$ cat config.mk
export PLATFORM = sky130hd
export DESIGN_NAME = gp_timer_freerun_wordswap
export DESIGN_NICKNAME = d
export VERILOG_FILES = /design/src/verilog/gp_timer_pkg.sv /design/src/verilog/gp_timer_freerun_wordswap.sv /design/src/verilog/tick_divider.sv /design/src/verilog/queue_word_order.sv
export SDC_FILE = /design/constraint.sdc
export NUM_CORES = 1
export LEC_CHECK = 0
export BUFFER_PORTS_ARGS = -buffer_cell sky130_fd_sc_hd__buf_4
export CAP_MARGIN = 20
export CORE_MARGIN = 1
export CORE_UTILIZATION = 50
export CTS_CLUSTER_SIZE = 20
export DETAILED_ROUTE_END_ITERATION = 16
export GPL_TIMING_DRIVEN = 0
export PLACE_DENSITY = 0.71
export REMOVE_ABC_BUFFERS = 1
export SLEW_MARGIN = 20
export SYNTH_ARGS = -nofsm -noshare
export SYNTH_HDL_FRONTEND = slang
export SYNTH_SLANG_ARGS = --single-unit
$ cat constraint.sdc
create_clock -name sys_clk -period 2.7 [get_ports sys_clk]
set_input_delay 0.27 -clock sys_clk [delete_from_list [all_inputs] [get_ports sys_clk]]
set_output_delay 0.27 -clock sys_clk [all_outputs]
set_load 0.005 [all_outputs]
$ cat src/verilog/gp_timer_pkg.sv
// Constants, types and register map of the timer and word-order block
package gp_timer_pkg;

  // ----------------------------------------------------------------
  // Timing
  // ----------------------------------------------------------------
  localparam int CLK_PERIOD_NS     = 10;
  localparam int FREERUN_PERIOD_NS = 40;
  localparam int FREERUN_DIV       = FREERUN_PERIOD_NS / CLK_PERIOD_NS;
  localparam int TIMER_TICK_NS     = 100000;
  localparam int TIMER_TICK_DIV    = TIMER_TICK_NS / CLK_PERIOD_NS;
  localparam int FREERUN_CLEAR_NS  = 160;

  // ----------------------------------------------------------------
  // Register map (byte offsets)
  // ----------------------------------------------------------------
  localparam logic [7:0] OFF_TIMER_CONFIG  = 8'h8c;
  localparam logic [7:0] OFF_TIMER_COUNT   = 8'h90;
  localparam logic [7:0] OFF_WORD_ORDER    = 8'h98;
  localparam logic [7:0] OFF_FREERUN       = 8'h9c;

  // ----------------------------------------------------------------
  // Fields and reset values
  // ----------------------------------------------------------------
  localparam int          HALF_W            = 16;
  localparam int          TCFG_RUN_BIT      = 29;
  localparam int          PRELOAD_LSB       = 0;
  localparam logic [15:0] PRELOAD_RESET     = 16'hffff;
  localparam logic [15:0] COUNT_RESET       = 16'hffff;
  localparam logic [15:0] COUNT_ZERO        = 16'h0000;
  localparam logic [15:0] COUNT_STEP        = 16'h0001;
  localparam logic [31:0] WORD_ORDER_RESET  = 32'h00000000;
  localparam logic [31:0] WORD_ORDER_SWAP   = 32'hffffffff;
  localparam logic [31:0] FREERUN_RESET     = 32'h00000000;
  localparam logic [31:0] FREERUN_STEP      = 32'h00000001;
  localparam logic [15:0] READ_UNMAPPED     = 16'h0000;

  // ----------------------------------------------------------------
  // Types
  // ----------------------------------------------------------------
  typedef struct packed {
    logic        cs_n;
    logic        rd_n;
    logic        wr_n;
    logic [7:1]  addr;
    logic [15:0] data;
  } host_req_t;

  typedef enum logic [2:0] {
    BUS_IDLE  = 3'b001,
    BUS_READ  = 3'b010,
    BUS_WRITE = 3'b100
  } bus_state_t;

endpackage

$ cat src/verilog/gp_timer_freerun_wordswap.sv
// Host-visible timer, free-running counter and word-order control
module gp_timer_freerun_wordswap #(
  parameter int TICK_DIV = gp_timer_pkg::TIMER_TICK_DIV
) (
  input  wire logic                    sys_clk,
  input  wire logic                    arst_n,
  input  wire logic                    soft_reset,
  input  wire gp_timer_pkg::host_req_t host_req,
  output logic [15:0]                  host_data_out,
  output logic                         host_data_oe_n,
  output logic                         timer_event,
  input  wire logic [31:0]             tx_entry,
  input  wire logic                    tx_entry_valid,
  output logic                         tx_entry_ready,
  output logic [15:0]                  net_tx_word,
  output logic                         net_tx_valid,
  input  wire logic                    net_tx_ready,
  input  wire logic [15:0]             net_rx_word,
  input  wire logic                    net_rx_valid,
  output logic [31:0]                  rx_entry,
  output logic                         rx_entry_valid
);
  import gp_timer_pkg::*;

  bus_state_t  bus_state;
  logic        timer_run;
  logic [15:0] timer_preload_value;
  logic [15:0] timer_current_count;
  logic [31:0] host_word_order;
  logic [31:0] freerun_tick_count;
  logic [31:0] freerun_latch;
  logic        freerun_latched;
  logic        freerun_tick;
  logic        timer_tick;
  logic        access_start;
  logic        rd_start;
  logic        wr_start;
  logic        upper_half;
  logic [5:0]  word_addr;
  logic [31:0] read_word;
  logic        hit_config;
  logic        hit_count;
  logic        hit_order;
  logic        hit_freerun;
  logic        config_upper_wr;
  logic        config_lower_wr;
  logic        next_run;
  logic        timer_expire;

  // ----------------------------------------------------------------
  // Rate enables
  // ----------------------------------------------------------------
  tick_divider #(
    .DIV (FREERUN_DIV)
  ) u_freerun_div (
    .sys_clk (sys_clk),
    .arst_n  (arst_n),
    .restart (soft_reset),
    .tick    (freerun_tick)
  );

  // Timer tick period is a choice; shorten TICK_DIV in simulation
  tick_divider #(
    .DIV (TICK_DIV)
  ) u_timer_div (
    .sys_clk (sys_clk),
    .arst_n  (arst_n),
    .restart (soft_reset),
    .tick    (timer_tick)
  );

  // ----------------------------------------------------------------
  // Queue half-word ordering
  // ----------------------------------------------------------------
  queue_word_order u_queue_order (
    .sys_clk        (sys_clk),
    .arst_n         (arst_n),
    .restart        (soft_reset),
    .tx_entry       (tx_entry),
    .tx_entry_valid (tx_entry_valid),
    .tx_entry_ready (tx_entry_ready),
    .net_tx_word    (net_tx_word),
    .net_tx_valid   (net_tx_valid),
    .net_tx_ready   (net_tx_ready),
    .net_rx_word    (net_rx_word),
    .net_rx_valid   (net_rx_valid),
    .rx_entry       (rx_entry),
    .rx_entry_valid (rx_entry_valid)
  );

  // ----------------------------------------------------------------
  // Address decode and half selection
  // ----------------------------------------------------------------
  assign word_addr    = host_req.addr[7:2];
  assign access_start = (bus_state == BUS_IDLE) && !host_req.cs_n;
  assign rd_start     = access_start && !host_req.rd_n;
  assign wr_start     = access_start && host_req.rd_n && !host_req.wr_n;

  // Only the exact all-ones pattern swaps; anything else is normal
  assign upper_half = (host_word_order == WORD_ORDER_SWAP)
                    ? !host_req.addr[1]
                    : host_req.addr[1];

  // One select per word; unmapped words hit nothing
  always_comb begin
    hit_config  = 1'b0;
    hit_count   = 1'b0;
    hit_order   = 1'b0;
    hit_freerun = 1'b0;
    case (word_addr)
      OFF_TIMER_CONFIG[7:2]: begin
        hit_config = 1'b1;
      end
      OFF_TIMER_COUNT[7:2]: begin
        hit_count = 1'b1;
      end
      OFF_WORD_ORDER[7:2]: begin
        hit_order = 1'b1;
      end
      OFF_FREERUN[7:2]: begin
        hit_freerun = 1'b1;
      end
      default: begin
        hit_config = 1'b0;
      end
    endcase
  end

  assign config_upper_wr = wr_start && hit_config && upper_half;
  assign config_lower_wr = wr_start && hit_config && !upper_half;

  assign timer_expire = timer_run && timer_tick
                      && (timer_current_count == COUNT_ZERO);

  // Run bit sits in the upper half at bit 29
  assign next_run = config_upper_wr
                  ? host_req.data[TCFG_RUN_BIT-HALF_W]
                  : timer_run;

  // Reserved bits read as zero
  always_comb begin
    read_word = {2*HALF_W{1'b0}};
    if (hit_config) begin
      read_word[TCFG_RUN_BIT] = timer_run;
      read_word[PRELOAD_LSB +: HALF_W] = timer_preload_value;
    end else if (hit_count) begin
      read_word[HALF_W-1:0] = timer_current_count;
    end else if (hit_order) begin
      read_word = host_word_order;
    end else if (hit_freerun) begin
      // Second half of a pair comes from the held copy
      read_word = freerun_latched ? freerun_latch
                                  : freerun_tick_count;
    end
  end

  // ----------------------------------------------------------------
  // Host bus sequencing
  // ----------------------------------------------------------------
  always_ff @(posedge sys_clk or negedge arst_n) begin
    if (!arst_n) begin
      bus_state <= BUS_IDLE;
    end else if (soft_reset) begin
      bus_state <= BUS_IDLE;
    end else begin
      case (bus_state)
        BUS_IDLE: begin
          if (rd_start) begin
            bus_state <= BUS_READ;
          end else if (wr_start) begin
            bus_state <= BUS_WRITE;
          end
        end
        BUS_READ: begin
          if (host_req.cs_n || host_req.rd_n) begin
            bus_state <= BUS_IDLE;
          end
        end
        BUS_WRITE: begin
          if (host_req.cs_n || host_req.wr_n) begin
            bus_state <= BUS_IDLE;
          end
        end
        default: begin
          bus_state <= BUS_IDLE;
        end
      endcase
    end
  end

  // Drive ends the edge after the strobe lifts, never later
  always_ff @(posedge sys_clk or negedge arst_n) begin
    if (!arst_n) begin
      host_data_out  <= READ_UNMAPPED;
      host_data_oe_n <= 1'b1;
    end else if (soft_reset) begin
      host_data_oe_n <= 1'b1;
    end else if (rd_start) begin
      host_data_oe_n <= 1'b0;
      host_data_out  <= upper_half
                      ? read_word[2*HALF_W-1:HALF_W]
                      : read_word[HALF_W-1:0];
    end else if (bus_state != BUS_READ
                 || host_req.cs_n || host_req.rd_n) begin
      host_data_oe_n <= 1'b1;
    end
  end

  // ----------------------------------------------------------------
  // Word order register
  // ----------------------------------------------------------------
  // Deliberately blind to soft_reset so software keeps its mapping
  always_ff @(posedge sys_clk or negedge arst_n) begin
    if (!arst_n) begin
      host_word_order <= WORD_ORDER_RESET;
    end else if (wr_start && hit_order) begin
      if (upper_half) begin
        host_word_order[2*HALF_W-1:HALF_W] <= host_req.data;
      end else begin
        host_word_order[HALF_W-1:0] <= host_req.data;
      end
    end
  end

  // ----------------------------------------------------------------
  // Timer configuration
  // ----------------------------------------------------------------
  always_ff @(posedge sys_clk or negedge arst_n) begin
    if (!arst_n) begin
      timer_run           <= 1'b0;
      timer_preload_value <= PRELOAD_RESET;
    end else if (soft_reset) begin
      timer_run           <= 1'b0;
      timer_preload_value <= PRELOAD_RESET;
    end else begin
      timer_run <= next_run;
      if (timer_run && !next_run) begin
        timer_preload_value <= PRELOAD_RESET;
      end else if (config_lower_wr) begin
        timer_preload_value <= host_req.data;
      end
    end
  end

  // ----------------------------------------------------------------
  // Timer count
  // ----------------------------------------------------------------
  always_ff @(posedge sys_clk or negedge arst_n) begin
    if (!arst_n) begin
      timer_current_count <= COUNT_RESET;
    end else if (soft_reset) begin
      timer_current_count <= COUNT_RESET;
    end else if (!timer_run && next_run) begin
      timer_current_count <= timer_preload_value;
    end else if (timer_expire) begin
      timer_current_count <= timer_preload_value;
    end else if (timer_run && timer_tick) begin
      timer_current_count <= timer_current_count - COUNT_STEP;
    end
  end

  // Pulse feeds the host interrupt status outside
  always_ff @(posedge sys_clk or negedge arst_n) begin
    if (!arst_n) begin
      timer_event <= 1'b0;
    end else if (soft_reset) begin
      timer_event <= 1'b0;
    end else begin
      timer_event <= timer_expire;
    end
  end

  // ----------------------------------------------------------------
  // Free-running counter and read latch
  // ----------------------------------------------------------------
  // No power state input: the count never gates off
  always_ff @(posedge sys_clk or negedge arst_n) begin
    if (!arst_n) begin
      freerun_tick_count <= FREERUN_RESET;
    end else if (soft_reset) begin
      // Clears within one cycle, well inside the host's wait
      freerun_tick_count <= FREERUN_RESET;
    end else if (freerun_tick) begin
      freerun_tick_count <= freerun_tick_count + FREERUN_STEP;
    end
  end

  always_ff @(posedge sys_clk or negedge arst_n) begin
    if (!arst_n) begin
      freerun_latch   <= FREERUN_RESET;
      freerun_latched <= 1'b0;
    end else if (soft_reset) begin
      freerun_latched <= 1'b0;
    end else if (rd_start && hit_freerun) begin
      if (!freerun_latched) begin
        freerun_latch   <= freerun_tick_count;
        freerun_latched <= 1'b1;
      end else begin
        freerun_latched <= 1'b0;
      end
    end
  end

endmodule

$ cat src/verilog/tick_divider.sv
// Divider that gives a one-cycle enable pulse every DIV clocks
module tick_divider #(
  parameter int DIV = 4
) (
  input  wire logic sys_clk,
  input  wire logic arst_n,
  input  wire logic restart,
  output logic      tick
);
  localparam int CW = (DIV > 1) ? $clog2(DIV) : 1;
  localparam logic [CW-1:0] LAST = CW'(DIV - 1);
  localparam logic [CW-1:0] ZERO = '0;
  localparam logic [CW-1:0] ONE  = CW'(1);

  logic [CW-1:0] count;

  always_ff @(posedge sys_clk or negedge arst_n) begin
    if (!arst_n) begin
      count <= ZERO;
      tick  <= 1'b0;
    end else if (restart) begin
      count <= ZERO;
      tick  <= 1'b0;
    end else if (count == LAST) begin
      count <= ZERO;
      tick  <= 1'b1;
    end else begin
      count <= count + ONE;
      tick  <= 1'b0;
    end
  end
endmodule

$ cat src/verilog/queue_word_order.sv
// Fixed lower-word-first ordering between 32-bit queue entries and the link
module queue_word_order
  import gp_timer_pkg::*;
(
  input  wire logic        sys_clk,
  input  wire logic        arst_n,
  input  wire logic        restart,
  input  wire logic [31:0] tx_entry,
  input  wire logic        tx_entry_valid,
  output logic             tx_entry_ready,
  output logic [15:0]      net_tx_word,
  output logic             net_tx_valid,
  input  wire logic        net_tx_ready,
  input  wire logic [15:0] net_rx_word,
  input  wire logic        net_rx_valid,
  output logic [31:0]      rx_entry,
  output logic             rx_entry_valid
);
  logic [15:0] tx_upper;
  logic        tx_second;
  logic        rx_second;
  logic [15:0] rx_lower;

  // ----------------------------------------------------------------
  // Transmit: word order setting never applies here
  // ----------------------------------------------------------------
  always_ff @(posedge sys_clk or negedge arst_n) begin
    if (!arst_n) begin
      tx_entry_ready <= 1'b1;
      net_tx_valid   <= 1'b0;
      net_tx_word    <= COUNT_ZERO;
      tx_upper       <= COUNT_ZERO;
      tx_second      <= 1'b0;
    end else if (restart) begin
      tx_entry_ready <= 1'b1;
      net_tx_valid   <= 1'b0;
      tx_second      <= 1'b0;
    end else if (tx_entry_valid && tx_entry_ready) begin
      net_tx_word    <= tx_entry[HALF_W-1:0];
      tx_upper       <= tx_entry[2*HALF_W-1:HALF_W];
      net_tx_valid   <= 1'b1;
      tx_entry_ready <= 1'b0;
      tx_second      <= 1'b0;
    end else if (net_tx_valid && net_tx_ready) begin
      if (!tx_second) begin
        net_tx_word <= tx_upper;
        tx_second   <= 1'b1;
      end else begin
        net_tx_valid   <= 1'b0;
        tx_entry_ready <= 1'b1;
        tx_second      <= 1'b0;
      end
    end
  end

  // ----------------------------------------------------------------
  // Receive: first link word is the lower half
  // ----------------------------------------------------------------
  always_ff @(posedge sys_clk or negedge arst_n) begin
    if (!arst_n) begin
      rx_second      <= 1'b0;
      rx_lower       <= COUNT_ZERO;
      rx_entry       <= FREERUN_RESET;
      rx_entry_valid <= 1'b0;
    end else if (restart) begin
      rx_second      <= 1'b0;
      rx_entry_valid <= 1'b0;
    end else begin
      rx_entry_valid <= 1'b0;
      if (net_rx_valid) begin
        if (!rx_second) begin
          rx_lower  <= net_rx_word;
          rx_second <= 1'b1;
        end else begin
          rx_entry       <= {net_rx_word, rx_lower};
          rx_entry_valid <= 1'b1;
          rx_second      <= 1'b0;
        end
      end
    end
  end
endmodule

==> impl_metrics.toml <==
[outcome]
status = "completed"

[timing]
worstMarginPinSlew_ps = 1040
post-route-period-util_pct = 95.3
period_needed_ps = 2570
relSlewSlack_pct = 30.0
rsz0062_at_grt = "no"
slew_violations = 0
whs_ps = 15.6
hold_viol_final = 0
skew_ps = 13.9
setup_viol = 0
fin_ws_ps = 126
clock.fmax_mhz = 389

[worst_setup_path]
cp_top_family = "simple AND/OR/NAND/NOR gates"
crit_path_end_kind = "flip-flop"
reg2regPathDepth = 6
critPathMaxFanout = 14
crit_chain = "nand2b_1, nor3_4, nand2b_1, nor2_4, buf_12, mux2_2"
cp_num_buf_inv = 1
reg2reg_slack_ps = 130
worstSetupPathType = "reg2reg"
r2r-end = "freerun_latch[30]"
cp_slowest_cell = "dfstp_2"
arrival_ps = 3000
slowest_delay_ps = 550
crit_top_cell = "nand2b_1"
cp-start-kind = "flip-flop"
r2r-start = "bus_state[0]"
required_ps = 3130

[clock_network]
cts_root_buffer = "clkbuf_16"
clkTransAtPathRegs_ps = 60
numCtsBuffers = 29
cts_tree = "built"
clock_sinks = 254
clkLatencyLatePin_ps = 550
htreeDepth = 1
clockBufferDepth = 3

[flow_run]
maxCapViolations = 0

[die]
dieArea_sq_um = 24500
rows = 56
start_util_pct = 50.9
die_h_um = 157
die_w_um = 157
core-area_sq_um = 23500
io_pins = 149

[synth]
syn_area_per_cell_sq_um = 10.9
synth-seq-area-share_pct = 53.6
syn_inst = 1093
synth_edf_count = 0
yosys_warnings = 0
synth-seq-cells = 254
synthFlopType = "dfrtp_1"
synth_compound_area_share_pct = 8.96
syn_area_sq_um = 11900
muxShareOfSynthArea_pct = 14.9
synth_fa_ha_area_share_pct = 0.419
synth_async_sr_flop_share_pct = 100
synth.distinct_cells = 67
synth_area_leader_cell = "dfrtp_1"
synth-simple-area-share_pct = 16.2
yosys.area_share.xor_xnor_pct = 3.52
synth_area_leaders = "dfrtp_1 46%, mux2_2 8.6%, dfstp_2 7.7%"
synth_top_family_by_area = "simple AND/OR/NAND/NOR gates"
yosysTopAreaCellShare_pct = 45.9

[cells_and_area]
multiInputGateArea_sq_um = 5360
layout-drive-gt1-share_pct = 29.0
syn2layout_area_growth_pct = 26.0
diodes = 0
final_common_cell = "dfrtp_1"
layout_common_cells = "218 x dfrtp_1, 167 x nand2_1, 149 x buf_4, 95 x nor2_1, 91 x mux2_2"
regArea_sq_um = 6400
fillCellCount = 1855
nNetsFinal = 1359

[pwr]
p_total_mw = 9.76
ir_worst_vdd_uv = 663
power_density_nw_per_um2 = 649
leakage_nw = 6.58

[route]
wl_met2_mm = 13.8
drtIter0Drc = 489
first_pass_iters = 5
wl_met3_mm = 1.81
dr.max_layer_used = "met4"
drt-met1-wl_mm = 13.1
viasPerCell = 5.65
avgRoutedWirePerCell_um = 18.2
drtAntennaViolNets = 0
drc = 0
totalWireLength_mm = 29.5
dr_total_vias = 9141

[global_routing]
antenna_found_initial = 0
overflow = 0
grt_pass1_vias = 9144
grt_first_pass_wirelength_mm = 48.2
track_usage_pct = 24.9
grt_max_degree = 89

[placement]
gp_congestion = 0.852
hpwl_mm = 19.4
io_buffer_count = 148
dp_slack_ps = -402

[min_path]
hp-start = "host_req[12]"
min_to = "timer_preload_value[12]"
hold_depth = 3
hp-class = "in2reg"
cells by family (layout without fill, tap and decap cells):
kind of cell	after synthesis	after routing
compound gates	143	143
xor+xnor	48	48
fa+ha+maj	4	4
buf+inv	71	275
flops	254	254
mux	166	166
simple gates	407	408
repair_timing:
item                                   CTS  global route
gates resized for setup                  6             7
endpoints found under the hold margin  154             0
gates cloned                             1             0
setup endpoints to repair               74            65
hold buffers                            49             0
buffers inserted                         1             2
pin swaps                                1             2
routing by layer:
layer	global-route usage (%)	up-vias
li1	-	4276
met1	34.3	4530
met2	39.6	274
met3	4.62	61
met4	7.94	0
met5	0	-
flip-flops by register name, summed over array words and instances, names as in the netlist, 2 cells and up:
| register | count |
|---|---|
| host_word_order | 32 |
| freerun_tick_count | 32 |
| u_queue_order.rx_entry | 32 |
| freerun_latch | 32 |
| u_queue_order.tx_upper | 16 |
| host_data_out | 16 |
| bus_state | 3 |
| u_queue_order.rx_lower | 16 |
| u_freerun_div.count | 2 |
| u_timer_div.count | 14 |
| timer_current_count | 16 |
| timer_preload_value | 16 |
| u_queue_order.net_tx_word | 16 |
Yosys cell counts, types with 8 or more instances:
library cell,number
dfrtp_1,219
nand2_1,168
nor2_1,97
mux2_2,91
mux2i_1,75
clkbuf_1,39
a21oi_1,37
nand4_1,37
dfstp_2,35
xor2_1,31
nand3_1,24
xnor2_1,17
o311ai_0,16
o2bb2ai_1,15
inv_1,14
nor3_1,13
o21ai_0,13
o22ai_1,13
and3_1,10
o221a_1,10
buf_1,8
nand2b_1,8
nor4_1,8
worst max-delay path by stage:
stage | start | endpoint | depth (start not counted)
final | bus_state[0] | freerun_latch[30] | 6
after floorplan | u_queue_order.tx_entry_ready | u_queue_order.net_tx_word[0] | 3
after global routing | bus_state[0] | freerun_latch[14] | 6
after global placement | host_req[21] | freerun_latch[26] | 6
after detailed placement | bus_state[0] | host_data_out[2] | 5
after CTS | bus_state[0] | freerun_latch[21] | 5
power by group:
group / total, mW / switching (mW) / internal (mW) / leakage (nW)
Clock: 4.19 / 1.62 / 2.58 / 0.506
Combinational: 1.20 / 0.561 / 0.644 / 2.82
Sequential: 4.36 / 0.206 / 4.16 / 3.25
stage by stage:
step / area [sq um] / utilization [%] / instances / setup TNS, ps
global placement: 13200 / 56.3 / 1503 / -236090
global route: 15000 / 64.1 / 1617 / 0
CTS: 15000 / 63.7 / 1615 / 0
floorplan: 11700 / - / 1036 / 0
detailed placement: 13400 / 56.9 / 1510 / -23340
finish: 15000 / 64.1 / 1617 / 0
worst min-delay path: cells and delay by family:
kind                   cells  cell delay (ps)
buffers and inverters      1              110
and+or+nand+nor            1               70
muxes                      1               70
cell type report:
class                           count  share of cell area (%)
Timing Repair Buffer              207                    11.9
Clock buffer                       38                    5.58
Clock inverter                     16                    1.36
Multi-Input combinational cell    769                    35.6
Tap cell                          319                    2.65
Inverter                           14                   0.349
Sequential cell                   254                    42.5
(Power assumes the default switching activity.)
